--- config.mk ---
export PLATFORM = sky130hd
export DESIGN_NAME = softstart_power_sequencer
export DESIGN_NICKNAME = d
export VERILOG_FILES = /design/src/seq_pkg.sv /design/src/step_timer.sv /design/src/softstart_power_sequencer.sv
export SDC_FILE = /design/constraint.sdc
export NUM_CORES = 1
export LEC_CHECK = 0
export BUFFER_PORTS_ARGS = -buffer_cell sky130_fd_sc_hd__buf_2
export CAP_MARGIN = 20
export CORE_ASPECT_RATIO = 1.5
export CORE_MARGIN = 4
export CORE_UTILIZATION = 25
export CTS_CLUSTER_DIAMETER = 150
export DETAILED_ROUTE_END_ITERATION = 7
export PLACE_DENSITY = 0.38
export SLEW_MARGIN = 40
export SYNTH_ARGS = -nofsm -noshare
export SYNTH_HDL_FRONTEND = slang
export SYNTH_SLANG_ARGS = --single-unit
--- constraint.sdc ---
create_clock -name core_clk -period 3.3 [get_ports core_clk]
set_clock_uncertainty 0.2 [all_clocks]
set_input_delay 0.165 -clock core_clk [delete_from_list [all_inputs] [get_ports core_clk]]
set_output_delay 0.165 -clock core_clk [all_outputs]
set_load 0.05 [all_outputs]
--- src/seq_pkg.sv ---
package seq_pkg;
  // Clock rate in kHz
  localparam int unsigned CLK_KHZ = 40000;
  // Fixed delays, nanoseconds as printed
  localparam int unsigned INITIAL_DELAY_NS = 1100000;
  localparam int unsigned BOOT_HOLD_NS = 93000;
  localparam int unsigned READY_DELAY_NS = 93000;
  // Derived cycle counts, truncated to whole cycles (typical figures)
  localparam int unsigned INITIAL_DELAY_CYC = (INITIAL_DELAY_NS * 4) / 100;
  localparam int unsigned BOOT_HOLD_CYC = (BOOT_HOLD_NS * 4) / 100;
  localparam int unsigned READY_DELAY_CYC = (READY_DELAY_NS * 4) / 100;
  // Reference DAC: one code is one 6.25mV step
  localparam int unsigned DAC_W = 8;
  localparam logic [DAC_W-1:0] DAC_ZERO = 8'h00;
  // 1.1V boot = 176 steps of 6.25mV
  localparam logic [DAC_W-1:0] BOOT_CODE = 8'hb0;
  // Oscillator period default in clocks (ramp step interval)
  localparam int unsigned STEP_CYC = 1600;
  // Lower-gate rail level selection
  typedef enum logic [1:0] {RAIL_HIGH = 2'h0, RAIL_LOW_GND = 2'h1,
                            RAIL_LOW_BIAS = 2'h2} rail_level_t;
  // Gate drive bundle
  typedef struct packed {
    logic [2:0] upper_gate_drive;
    logic [2:0] lower_gate_drive;
  } gates_t;
endpackage

--- src/step_timer.sv ---
`timescale 1ns/100ps
`default_nettype none
// Free divider giving one-cycle step pulses while enabled
module step_timer
  import seq_pkg::*;
#(
  parameter int unsigned PERIOD = STEP_CYC
)(
  // Clock and reset
  input wire logic core_clk,
  input wire logic rst_n,
  // Control
  input wire logic run,
  output logic tick
);
  // Counter cleared when idle so the first step is a full period
  logic [15:0] count;
  always_ff @(posedge core_clk or negedge rst_n)
  begin
    if (!rst_n)
    begin
      count <= 16'h0000;
      tick <= 1'b0;
    end
    else if (!run)
    begin
      count <= 16'h0000;
      tick <= 1'b0;
    end
    else if (count == 16'(PERIOD - 1))
    begin
      count <= 16'h0000;
      tick <= 1'b1;
    end
    else
    begin
      count <= count + 16'h0001;
      tick <= 1'b0;
    end
  end
endmodule
`default_nettype wire

--- src/softstart_power_sequencer.sv ---
`timescale 1ns/100ps
`default_nettype none
module softstart_power_sequencer
  import seq_pkg::*;
#(
  parameter int unsigned INIT_CYC = INITIAL_DELAY_CYC,
  parameter int unsigned HOLD_CYC = BOOT_HOLD_CYC,
  parameter int unsigned RDY_CYC = READY_DELAY_CYC,
  parameter int unsigned OSC_CYC = STEP_CYC
)(
  // Clock and reset
  input wire logic core_clk,
  input wire logic rst_n,
  // Release conditions (comparator outputs)
  input wire logic bias_por_ok,
  input wire logic enable_above_thr,
  input wire logic driver_rails_ok,
  // Processor side
  input wire logic [DAC_W-1:0] voltage_id_code,
  input wire logic voltage_id_valid,
  input wire logic power_state_low_n,
  // Analog feedback compare: feedback above reference DAC
  input wire logic feedback_above_ref,
  // Soft-start strap tied to bias (1) or ground (0)
  input wire logic ss_strap_to_bias,
  // Regulation loop PWM request per phase
  input wire logic [2:0] pwm_high,
  // Outputs
  output gates_t gates,
  output logic [DAC_W-1:0] ref_dac,
  output logic regulator_ready,
  output rail_level_t lower_gate_level_select,
  output logic drives_enabled
);
  // Sequencer states
  typedef enum logic [2:0] {S_SHUT, S_DELAY, S_RAMP1, S_HOLD, S_RAMP2, S_READYDLY,
                            S_RUN} state_t;
  state_t state;
  // Timer for fixed delays; wide enough for the initial delay
  logic [31:0] timer;
  // Code latched at end of boot hold
  logic [DAC_W-1:0] target;
  // Step pulse from the oscillator divider
  logic tick;
  // All release conditions together
  logic release_ok;
  assign release_ok = bias_por_ok && enable_above_thr && driver_rails_ok;
  // Ramps active
  logic ramping;
  assign ramping = (state == S_RAMP1) || (state == S_RAMP2);

  // Step one code toward a goal
  function automatic logic [DAC_W-1:0] step_to(input logic [DAC_W-1:0] cur,
                                                input logic [DAC_W-1:0] goal);
    if (cur < goal)
      step_to = cur + 8'h01;
    else if (cur > goal)
      step_to = cur - 8'h01;
    else
      step_to = cur;
  endfunction

  step_timer #(.PERIOD(OSC_CYC)) u_step (
    .core_clk(core_clk),
    .rst_n(rst_n),
    .run(ramping),
    .tick(tick)
  );

  // Main sequence; a lost condition aborts from any state
  always_ff @(posedge core_clk or negedge rst_n)
  begin
    if (!rst_n)
    begin
      state <= S_SHUT;
      timer <= 32'h0;
      target <= DAC_ZERO;
      ref_dac <= DAC_ZERO;
    end
    else if (!release_ok)
    begin
      // Full restart once conditions return
      state <= S_SHUT;
      timer <= 32'h0;
      ref_dac <= DAC_ZERO;
    end
    else
    begin
      case (state)
        S_SHUT:
        begin
          state <= S_DELAY;
          timer <= 32'h0;
        end
        S_DELAY:
        begin
          // Fixed delay before any ramp
          if (timer == 32'(INIT_CYC - 1))
          begin
            state <= S_RAMP1;
            timer <= 32'h0;
          end
          else
            timer <= timer + 32'h1;
        end
        S_RAMP1:
        begin
          if (ref_dac == BOOT_CODE)
            state <= S_HOLD;
          else if (tick)
            ref_dac <= step_to(ref_dac, BOOT_CODE);
        end
        S_HOLD:
        begin
          // Code is read only at the end of the hold
          if (timer == 32'(HOLD_CYC - 1))
          begin
            timer <= 32'h0;
            if (voltage_id_valid)
            begin
              target <= voltage_id_code;
              state <= S_RAMP2;
            end
          end
          else
            timer <= timer + 32'h1;
        end
        S_RAMP2:
        begin
          if (ref_dac == target)
            state <= S_READYDLY;
          else if (tick)
            ref_dac <= step_to(ref_dac, target);
        end
        S_READYDLY:
        begin
          if (timer == 32'(RDY_CYC - 1))
          begin
            state <= S_RUN;
            timer <= 32'h0;
          end
          else
            timer <= timer + 32'h1;
        end
        S_RUN:
          state <= S_RUN;
        default:
          state <= S_SHUT;
      endcase
    end
  end

  // Ready only after the final delay; drops at once on abort
  always_ff @(posedge core_clk or negedge rst_n)
  begin
    if (!rst_n)
      regulator_ready <= 1'b0;
    else
      regulator_ready <= release_ok && (state == S_RUN);
  end

  // Pre-bias gating: once the reference passes feedback, stay enabled;
  // pre-charge above target is only released at the end of soft-start
  always_ff @(posedge core_clk or negedge rst_n)
  begin
    if (!rst_n)
      drives_enabled <= 1'b0;
    else if (!release_ok || state == S_SHUT || state == S_DELAY)
      drives_enabled <= 1'b0;
    else if (state == S_READYDLY || state == S_RUN)
      drives_enabled <= 1'b1;
    else if (!feedback_above_ref)
      drives_enabled <= 1'b1;
  end

  // Gate outputs; complementary when enabled, all low otherwise
  always_ff @(posedge core_clk or negedge rst_n)
  begin
    if (!rst_n)
      gates <= '0;
    else if (!drives_enabled || !release_ok)
      gates <= '0;
    else
    begin
      gates.upper_gate_drive <= pwm_high;
      gates.lower_gate_drive <= ~pwm_high;
    end
  end

  // Channel-1 lower-gate rail level from power state and strap
  always_ff @(posedge core_clk or negedge rst_n)
  begin
    if (!rst_n)
      lower_gate_level_select <= RAIL_HIGH;
    else if (power_state_low_n)
      lower_gate_level_select <= RAIL_HIGH;
    else if (ss_strap_to_bias)
      lower_gate_level_select <= RAIL_LOW_BIAS;
    else
      lower_gate_level_select <= RAIL_LOW_GND;
  end

  // Cycles spent in the initial delay, kept only for the length check;
  // counted apart from the sequencer timer so a wrong exit compare shows
  logic [31:0] delay_seen;
  always_ff @(posedge core_clk or negedge rst_n)
  begin
    if (!rst_n)
      delay_seen <= 32'h0;
    else if (state == S_DELAY)
      delay_seen <= delay_seen + 32'h1;
    else
      delay_seen <= 32'h0;
  end
endmodule
`default_nettype wire

### After elaboration in Yosys (flattened, before gate mapping)

Index checks and enable logic that the tools add are counted.

| word-level totals | value |
|---|---|
| input bits | 20 |
| register bits | 78 |
| word-level logic and storage cells | 93 |
| ROM bits | 0 |
| latch bits | 0 |
| output and inout port bits | 18 |
| RAM bits | 0 |
| memories | 0 |

| operators by class | value |
|---|---|
| equality and inequality tests | 26 |
| muxes and demuxes | 32 |
| $lt $le $gt $ge | 4 |
| divide/modulo/power cells | 0 |
| $add $sub $neg | 4 |
| bitwise operators | 1 |
| shift-type cells | 0 |
| reductions and logical operators | 15 |
| multipliers | 0 |

Operator list:

| cell | count |
|---|---|
| $mux W32 | 3 |
| $pmux W32 S3 | 1 |
| $mux W8 | 9 |
| $add A32 B1 Y32 const B | 1 |
| $eq A32 B12 Y1 const B | 1 |
| $eq A32 B16 Y1 const B | 1 |
| $mux W16 | 2 |
| $mux W3 | 7 |
| $pmux W3 S7 | 1 |
| $ne A3 B3 Y1 const B | 6 |
| $add A16 B1 Y16 const B | 1 |
| $eq A16 B11 Y1 const B | 1 |
| $pmux W8 S2 | 1 |
| $ne A3 B2 Y1 const B | 4 |
| $ne A4 B2 Y1 const B | 3 |
| $eq A3 B3 Y1 const B | 3 |
| $add A8 B1 Y8 const B | 1 |
| $eq A8 B8 Y1 | 1 |
| $eq A8 B8 Y1 const B | 1 |
| $gt A8 B8 Y1 | 1 |
| $gt A8 B8 Y1 const B | 1 |
| $lt A8 B8 Y1 | 1 |
| $lt A8 B8 Y1 const B | 1 |
| $sub A8 B1 Y8 const B | 1 |
| other kinds (15) | 29 |

### Longest topological paths before layout

| logic depth | value |
|---|---|
| depth in word-level cells | 7 |
| depth in mapped cells | 10 |
| depth with buffers taken out | 8 |

### Modules after synthesis

A second synthesis with hierarchy kept.

| second synthesis, totals | value |
|---|---|
| cells, all modules | 449 |
| area, all modules | 4327.9 sq um |

By module, submodules not included:

| module | times used | area an instance (sq um) | seq. area each (sq um) | cells each |
|---|---|---|---|---|
| softstart_power_sequencer | 1 | 3504.6 | 1526.5 | 365 |
| step_timer | 1 | 823.3 | 425.4 | 84 |

### Least setup slack after synthesis

No wires, ideal clock.

| path | value |
|---|---|
| path type | register -> register |
| start | reg ref_dac[5] |
| end | reg ref_dac[6] |
| slack | 536 ps |
| required time | 3021 ps |
| arrival | 2485 ps |
| cell stages (with the launch flop) | 9 |
| path buffers | 1 |
| clock period less this slack | 2764 ps |
| library setup time | 79 ps |
| cells stage by stage | dfrtp_1 ha_1 a211oi_1 o21ai_1 nand3b_1 and2_1 buf_2 o41ai_2 mux2i_1 |

| between the ends | value |
|---|---|
| cells in the longest elaborated chain, start to end | 7 |
| elaborated cells on any way between the ends | 23 |
| classes of those cells | 2 x add/sub; 4 x order compare; 6 x eq/ne; 10 x mux; 1 x reduce/logical |

Ends and longest elaborated chain:

| element | RTL line | RTL |
|---|---|---|
| from (decl) | softstart_power_sequencer.sv:30 | `output logic [DAC_W-1:0] ref_dac,` |
| from (signal assigned) | softstart_power_sequencer.sv:111 | `ref_dac <= step_to(ref_dac, BOOT_CODE);` |
| from (signal assigned) | softstart_power_sequencer.sv:133 | `ref_dac <= step_to(ref_dac, target);` |
| $sub A8 B1 Y8 | softstart_power_sequencer.sv:58 | `step_to = cur - 8'h01;` |
| $mux W8 | softstart_power_sequencer.sv:57 | `else if (cur > goal)` |
| $mux W8 | softstart_power_sequencer.sv:55 | `if (cur < goal)` |
| $mux W8 (on tied branches) | softstart_power_sequencer.sv:132, softstart_power_sequencer.sv:110 |  |
| $mux W8 (on tied branches) | softstart_power_sequencer.sv:130, softstart_power_sequencer.sv:108 |  |
| $pmux W8 S2 | softstart_power_sequencer.sv:89 | `case (state)` |
| $mux W8 | softstart_power_sequencer.sv:80 | `else if (!release_ok)` |

Several ways; a longest one is shown, not always the timed one. The select of a mux whose other input is x is not followed.
A chain may end at the register's enable or synchronous reset.

### Worst setup path after layout

| path | value |
|---|---|
| start | reg ref_dac[5] |
| end | reg ref_dac[3] |

| between the ends | value |
|---|---|
| cells in the longest elaborated chain, start to end | 6 |
| elaborated cells on any way between the ends | 19 |
| classes of those cells | 4 x order compare; 6 x eq/ne; 8 x mux; 1 x reduce/logical |

Ends and longest elaborated chain:

| element | RTL line |
|---|---|
| $lt A8 B8 Y1 | softstart_power_sequencer.sv:55 |
| $mux W8 | softstart_power_sequencer.sv:55 |
| $mux W8 (on tied branches) | softstart_power_sequencer.sv:132, softstart_power_sequencer.sv:110 |
| $mux W8 (on tied branches) | softstart_power_sequencer.sv:130, softstart_power_sequencer.sv:108 |
| $pmux W8 S2 | softstart_power_sequencer.sv:89 |
| $mux W8 | softstart_power_sequencer.sv:80 |

Several ways; a longest one is shown, not always the timed one. The select of a mux whose other input is x is not followed.

==> flow_summary_export.csv <==
group,metric,value,unit
outcome,result_of_the_run,"completed",
synthesis,syn_inst,452,
die,chipWidth,114,µm
power_and_ir_drop,switching_share,24.7,%
finish,final_layout_size_suffix_gt1_share,13.5,%
synthesis,yosysWarnings,0,
cts,clk_path_buf_depth,2,
hold_path,worst_min_path_class,"in -> reg",
cts,cts-root-buf,"sky130_fd_sc_hd__clkbuf_16",
cts,cts_tree,"done",
sta,finalCritPeriodShare,80.5,%
die,fp-row-count,58,
die,initial_core_util,25.4,%
placed_design,detailed_place_hpwl,7690,µm
die,core,16800,µm²
synthesis,netlist.top_cell.by_area,"sky130_fd_sc_hd__dfrtp_1",
cts,cts_inserted_buffers,9,
critical_path,crit_path_end_kind,"register",
sta,clock.fmax,377,MHz
route,drcViolationCount,0,
finish,num-nets-final,539,
critical_path,worstSetupPathType,"reg -> reg",
global_route,antenna_found_initial,0,
cts,clkTransAtPathRegs,0.07,ns
route,post_drt_wl_per_cell,15.0,µm
power_and_ir_drop,switching_power,0.496,mW
synthesis,synth_compound_gate_area_share,10.3,%
power_and_ir_drop,power_per_cell_area,391,nW/µm²
finish,syn2layout_area_growth,20.6,%
power_and_ir_drop,vdd_drop_max,0.177,mV
route,detail_route.iter0.violations,141,
synthesis,synth_area_leaders,"sky130_fd_sc_hd__dfrtp_1, sky130_fd_sc_hd__xor2_1, sky130_fd_sc_hd__nor2_1",
finish,antenna_cells,0,
synthesis,largest_family_of_logic_cells_by_synthesized_area,"simple AND/OR/NAND/NOR gates",
synthesis,yosys.area_share.xor_xnor,8.03,%
global_route,remaining_global_route_overflow,0,
global_route,grt_pass1_vias,3590,
critical_path,critPathRequiredTime,3.37,ns
cts,clk-insertion-delay-late,0.34,ns
critical_path,worst_path_max_delay_cell,"sky130_fd_sc_hd__dfrtp_1",
synthesis,synthDominantCellAreaShare,45.9,%
sta,setup_repair_after_global_routing_missed_its_margin,"no",
finish,fill_cells,1772,
critical_path,crit_path_start_kind,"register",
power_and_ir_drop,cellLeakagePower,2.24,nW
synthesis,synthMostInstantiatedCell,"sky130_fd_sc_hd__dfrtp_1",
cts,cts_max_level,3,
critical_path,cpPeakStageDelay,0.48,ns
finish,finished_cell_area,5130,µm²
route,via_count,3433,
global_route,grt_pass1_wl,18300,µm
critical_path,worst_ep_arrival_time,2.72,ns
synthesis,muxShareOfSynthArea,1.68,%
synthesis,mappedNetlistNets,485,
global_route,grtUsageTotal,11.9,%
synthesis,synth-adder-area-share,4.09,%
synthesis,synth.ff_latch_count,78,
power_and_ir_drop,pwr-share-clk,48.6,%
placed_design,globalplace.congestion,0.836,
placed_design,count_of_port_buffers_added_during_placement,37,
sta,setup_viol,0,
die,die_span_y,168,µm
power_and_ir_drop,seq_power_share,47.8,%
flow_run,cap_viol_max_count,0,
sta,final_report_max_slew_violation_count,0,
die,die_area,19200,µm²
placed_design,post_dp_cell_area,4690,µm²
synthesis,seq_area_frac_synth,45.9,%
synthesis,postSynthAreaPerCell,9.41,µm²
global_route,grt_start_max_net_pins,79,
synthesis,synth_common_cells,"sky130_fd_sc_hd__dfrtp_1, sky130_fd_sc_hd__nor2_1, sky130_fd_sc_hd__nand2_1",
cts,post_cts_setup_buffer_count,0,
route,postRouteAntennaNets,0,
critical_path,critical_path_peak_fanout,10,
finish,multi_input_gate_area,2180,µm²
cts,cts.sinks,78,
synthesis,synth-main-ff-cell,"sky130_fd_sc_hd__dfrtp_1",
power_and_ir_drop,internal-power,1.51,mW
synthesis,synth.cell_area,4250,µm²
sta,tightestPinTransition,0.741,ns
synthesis,proportion_of_register_bits_with_asynchronous_set_or_reset_after_synthesis,100,%
sta,slew_headroom,50.6,%
route,detail_route.first_pass.iterations,4,
synthesis,yosys.area_share.simple,27.1,%
sta,timing_hold_violations_final,0,
finish,area.sequential,1950,µm²
sta,finalCriticalPeriod,2.66,ns
sta,finalSetupTns,0,ns
power_and_ir_drop,combPwrFrac,3.6,%
die,io_pins,38,
critical_path,cell_breakdown_of_the_critical_path,"ha_1 > a211oi_1 > o21ai_1 > nand3b_1 > and2_1 > o31ai_1 > mux2i_1",
synthesis,synth_enable_flop_cells,0,
synthesis,unique_cell_type_count_in_the_yosys_netlist,50,
route,routed_via_density,4.76,
finish,final_core_util,30.6,%
route,total_routed_length,10800,µm
[final cells by class]
class | instances | area share, %
clock buffers | 9 | 4.39
flip-flops and latches | 78 | 38.0
multi-input cells | 343 | 42.4
inverters | 15 | 1.10
repair buffers | 59 | 7.73
well taps | 210 | 5.12
clock inverters | 7 | 1.20
[metrics by stage]
step	std cells	hold slack [ns]	total power, mW	setup slack (ns)
after floorplan	452	-0.331	0.997	0.536
after CTS	721	0.0236	2.04	0.615
after global routing	721	0.0650	2.10	0.420
after global placement	690	0.126	1.04	0.702
final	721	0.0227	2.01	0.644
after detailed placement	690	0.0790	1.04	0.649
[registers in the layout, indices dropped and copies added (netlist names), 2 cells and up]
signal / count
ref_dac: 8
u_step.count: 16
lower_gate_level_select: 2
target: 8
gates: 6
timer: 32
state: 3
[kinds of logic (layout without fill, tap and decap cells)]
| family | Yosys count | count (layout) |
|---|---|---|
| and+or+nand+nor | 221 | 221 |
| DFF | 78 | 78 |
| AOI/OAI and AO/OA | 62 | 62 |
| xor gates and xnor gates | 39 | 39 |
| buffers and inverters | 31 | 90 |
| adders and majority gates | 14 | 14 |
| muxes | 7 | 7 |
[metal layers]
metal  track usage [%]  share of wire [%]
met5                 0                  0
met3              2.68                3.0
met2              20.7                 52
met1              14.3                 43
met4              3.93                1.7
[worst max-delay path: cells and delay by family, from the launching register on]
family	cells	cell delay, ns
AND/OR/NAND/NOR	2	0.54
flip-flops	1	0.48
multiplexers	1	0.22
adder cells (fa/ha/maj)	1	0.35
AO/OA/AOI/OAI	3	0.79
[layout by cell type (no fill, tap or decap), types with 4 or more instances in the layout]
cell,n
sky130_fd_sc_hd__inv_1,15
sky130_fd_sc_hd__nor4_1,9
sky130_fd_sc_hd__a21o_1,5
sky130_fd_sc_hd__nand3_1,31
sky130_fd_sc_hd__a21oi_1,10
sky130_fd_sc_hd__nand2_1,42
sky130_fd_sc_hd__and2_1,7
sky130_fd_sc_hd__dlygate4sd3_1,15
sky130_fd_sc_hd__xor2_1,28
sky130_fd_sc_hd__buf_2,36
sky130_fd_sc_hd__clkbuf_16,9
sky130_fd_sc_hd__buf_4,7
sky130_fd_sc_hd__a211oi_1,5
sky130_fd_sc_hd__mux2i_1,6
sky130_fd_sc_hd__o21ai_0,20
sky130_fd_sc_hd__nand2b_1,8
sky130_fd_sc_hd__nor2_1,51
sky130_fd_sc_hd__xnor2_1,11
sky130_fd_sc_hd__nor3_1,14
sky130_fd_sc_hd__nor2b_1,5
sky130_fd_sc_hd__dfrtp_1,78
sky130_fd_sc_hd__nand4_1,12
sky130_fd_sc_hd__and3_1,13
sky130_fd_sc_hd__and4_1,7
sky130_fd_sc_hd__or3_1,6
sky130_fd_sc_hd__inv_6,4
sky130_fd_sc_hd__ha_1,13
[final timing paths]
check,slack (ns),cells after the start,end,from
setup / recovery,0.64,7,ref_dac[3],ref_dac[5]
setup reg to reg,0.64,7,ref_dac[3],ref_dac[5]
hold reg to reg,0.32,1,target[0],target[0]
hold / removal,0.02,4,state[1],voltage_id_valid
min in group asynchronous,0.20,2,timer[22],rst_n
max in group asynchronous,2.22,2,ref_dac[6],rst_n
[power by group through the flow]
stage               registers [mW]  logic [mW]  clock network (mW)
detailed placement           0.977      0.0629                   0
global route                 0.959      0.0839                1.06
CTS                          0.959      0.0770                1.01
global placement             0.977      0.0623                   0
floorplan                    0.982      0.0155                   0
finish                       0.959      0.0732               0.976
[what timing repair did]
action	4_1_cts	5_1_grt
gates resized for setup	0	0
hold buffers	15	0
endpoints found under the setup margin	0	0
hold endpoints to repair	94	0
No activity file was read; power rests on OpenSTA's default activity.
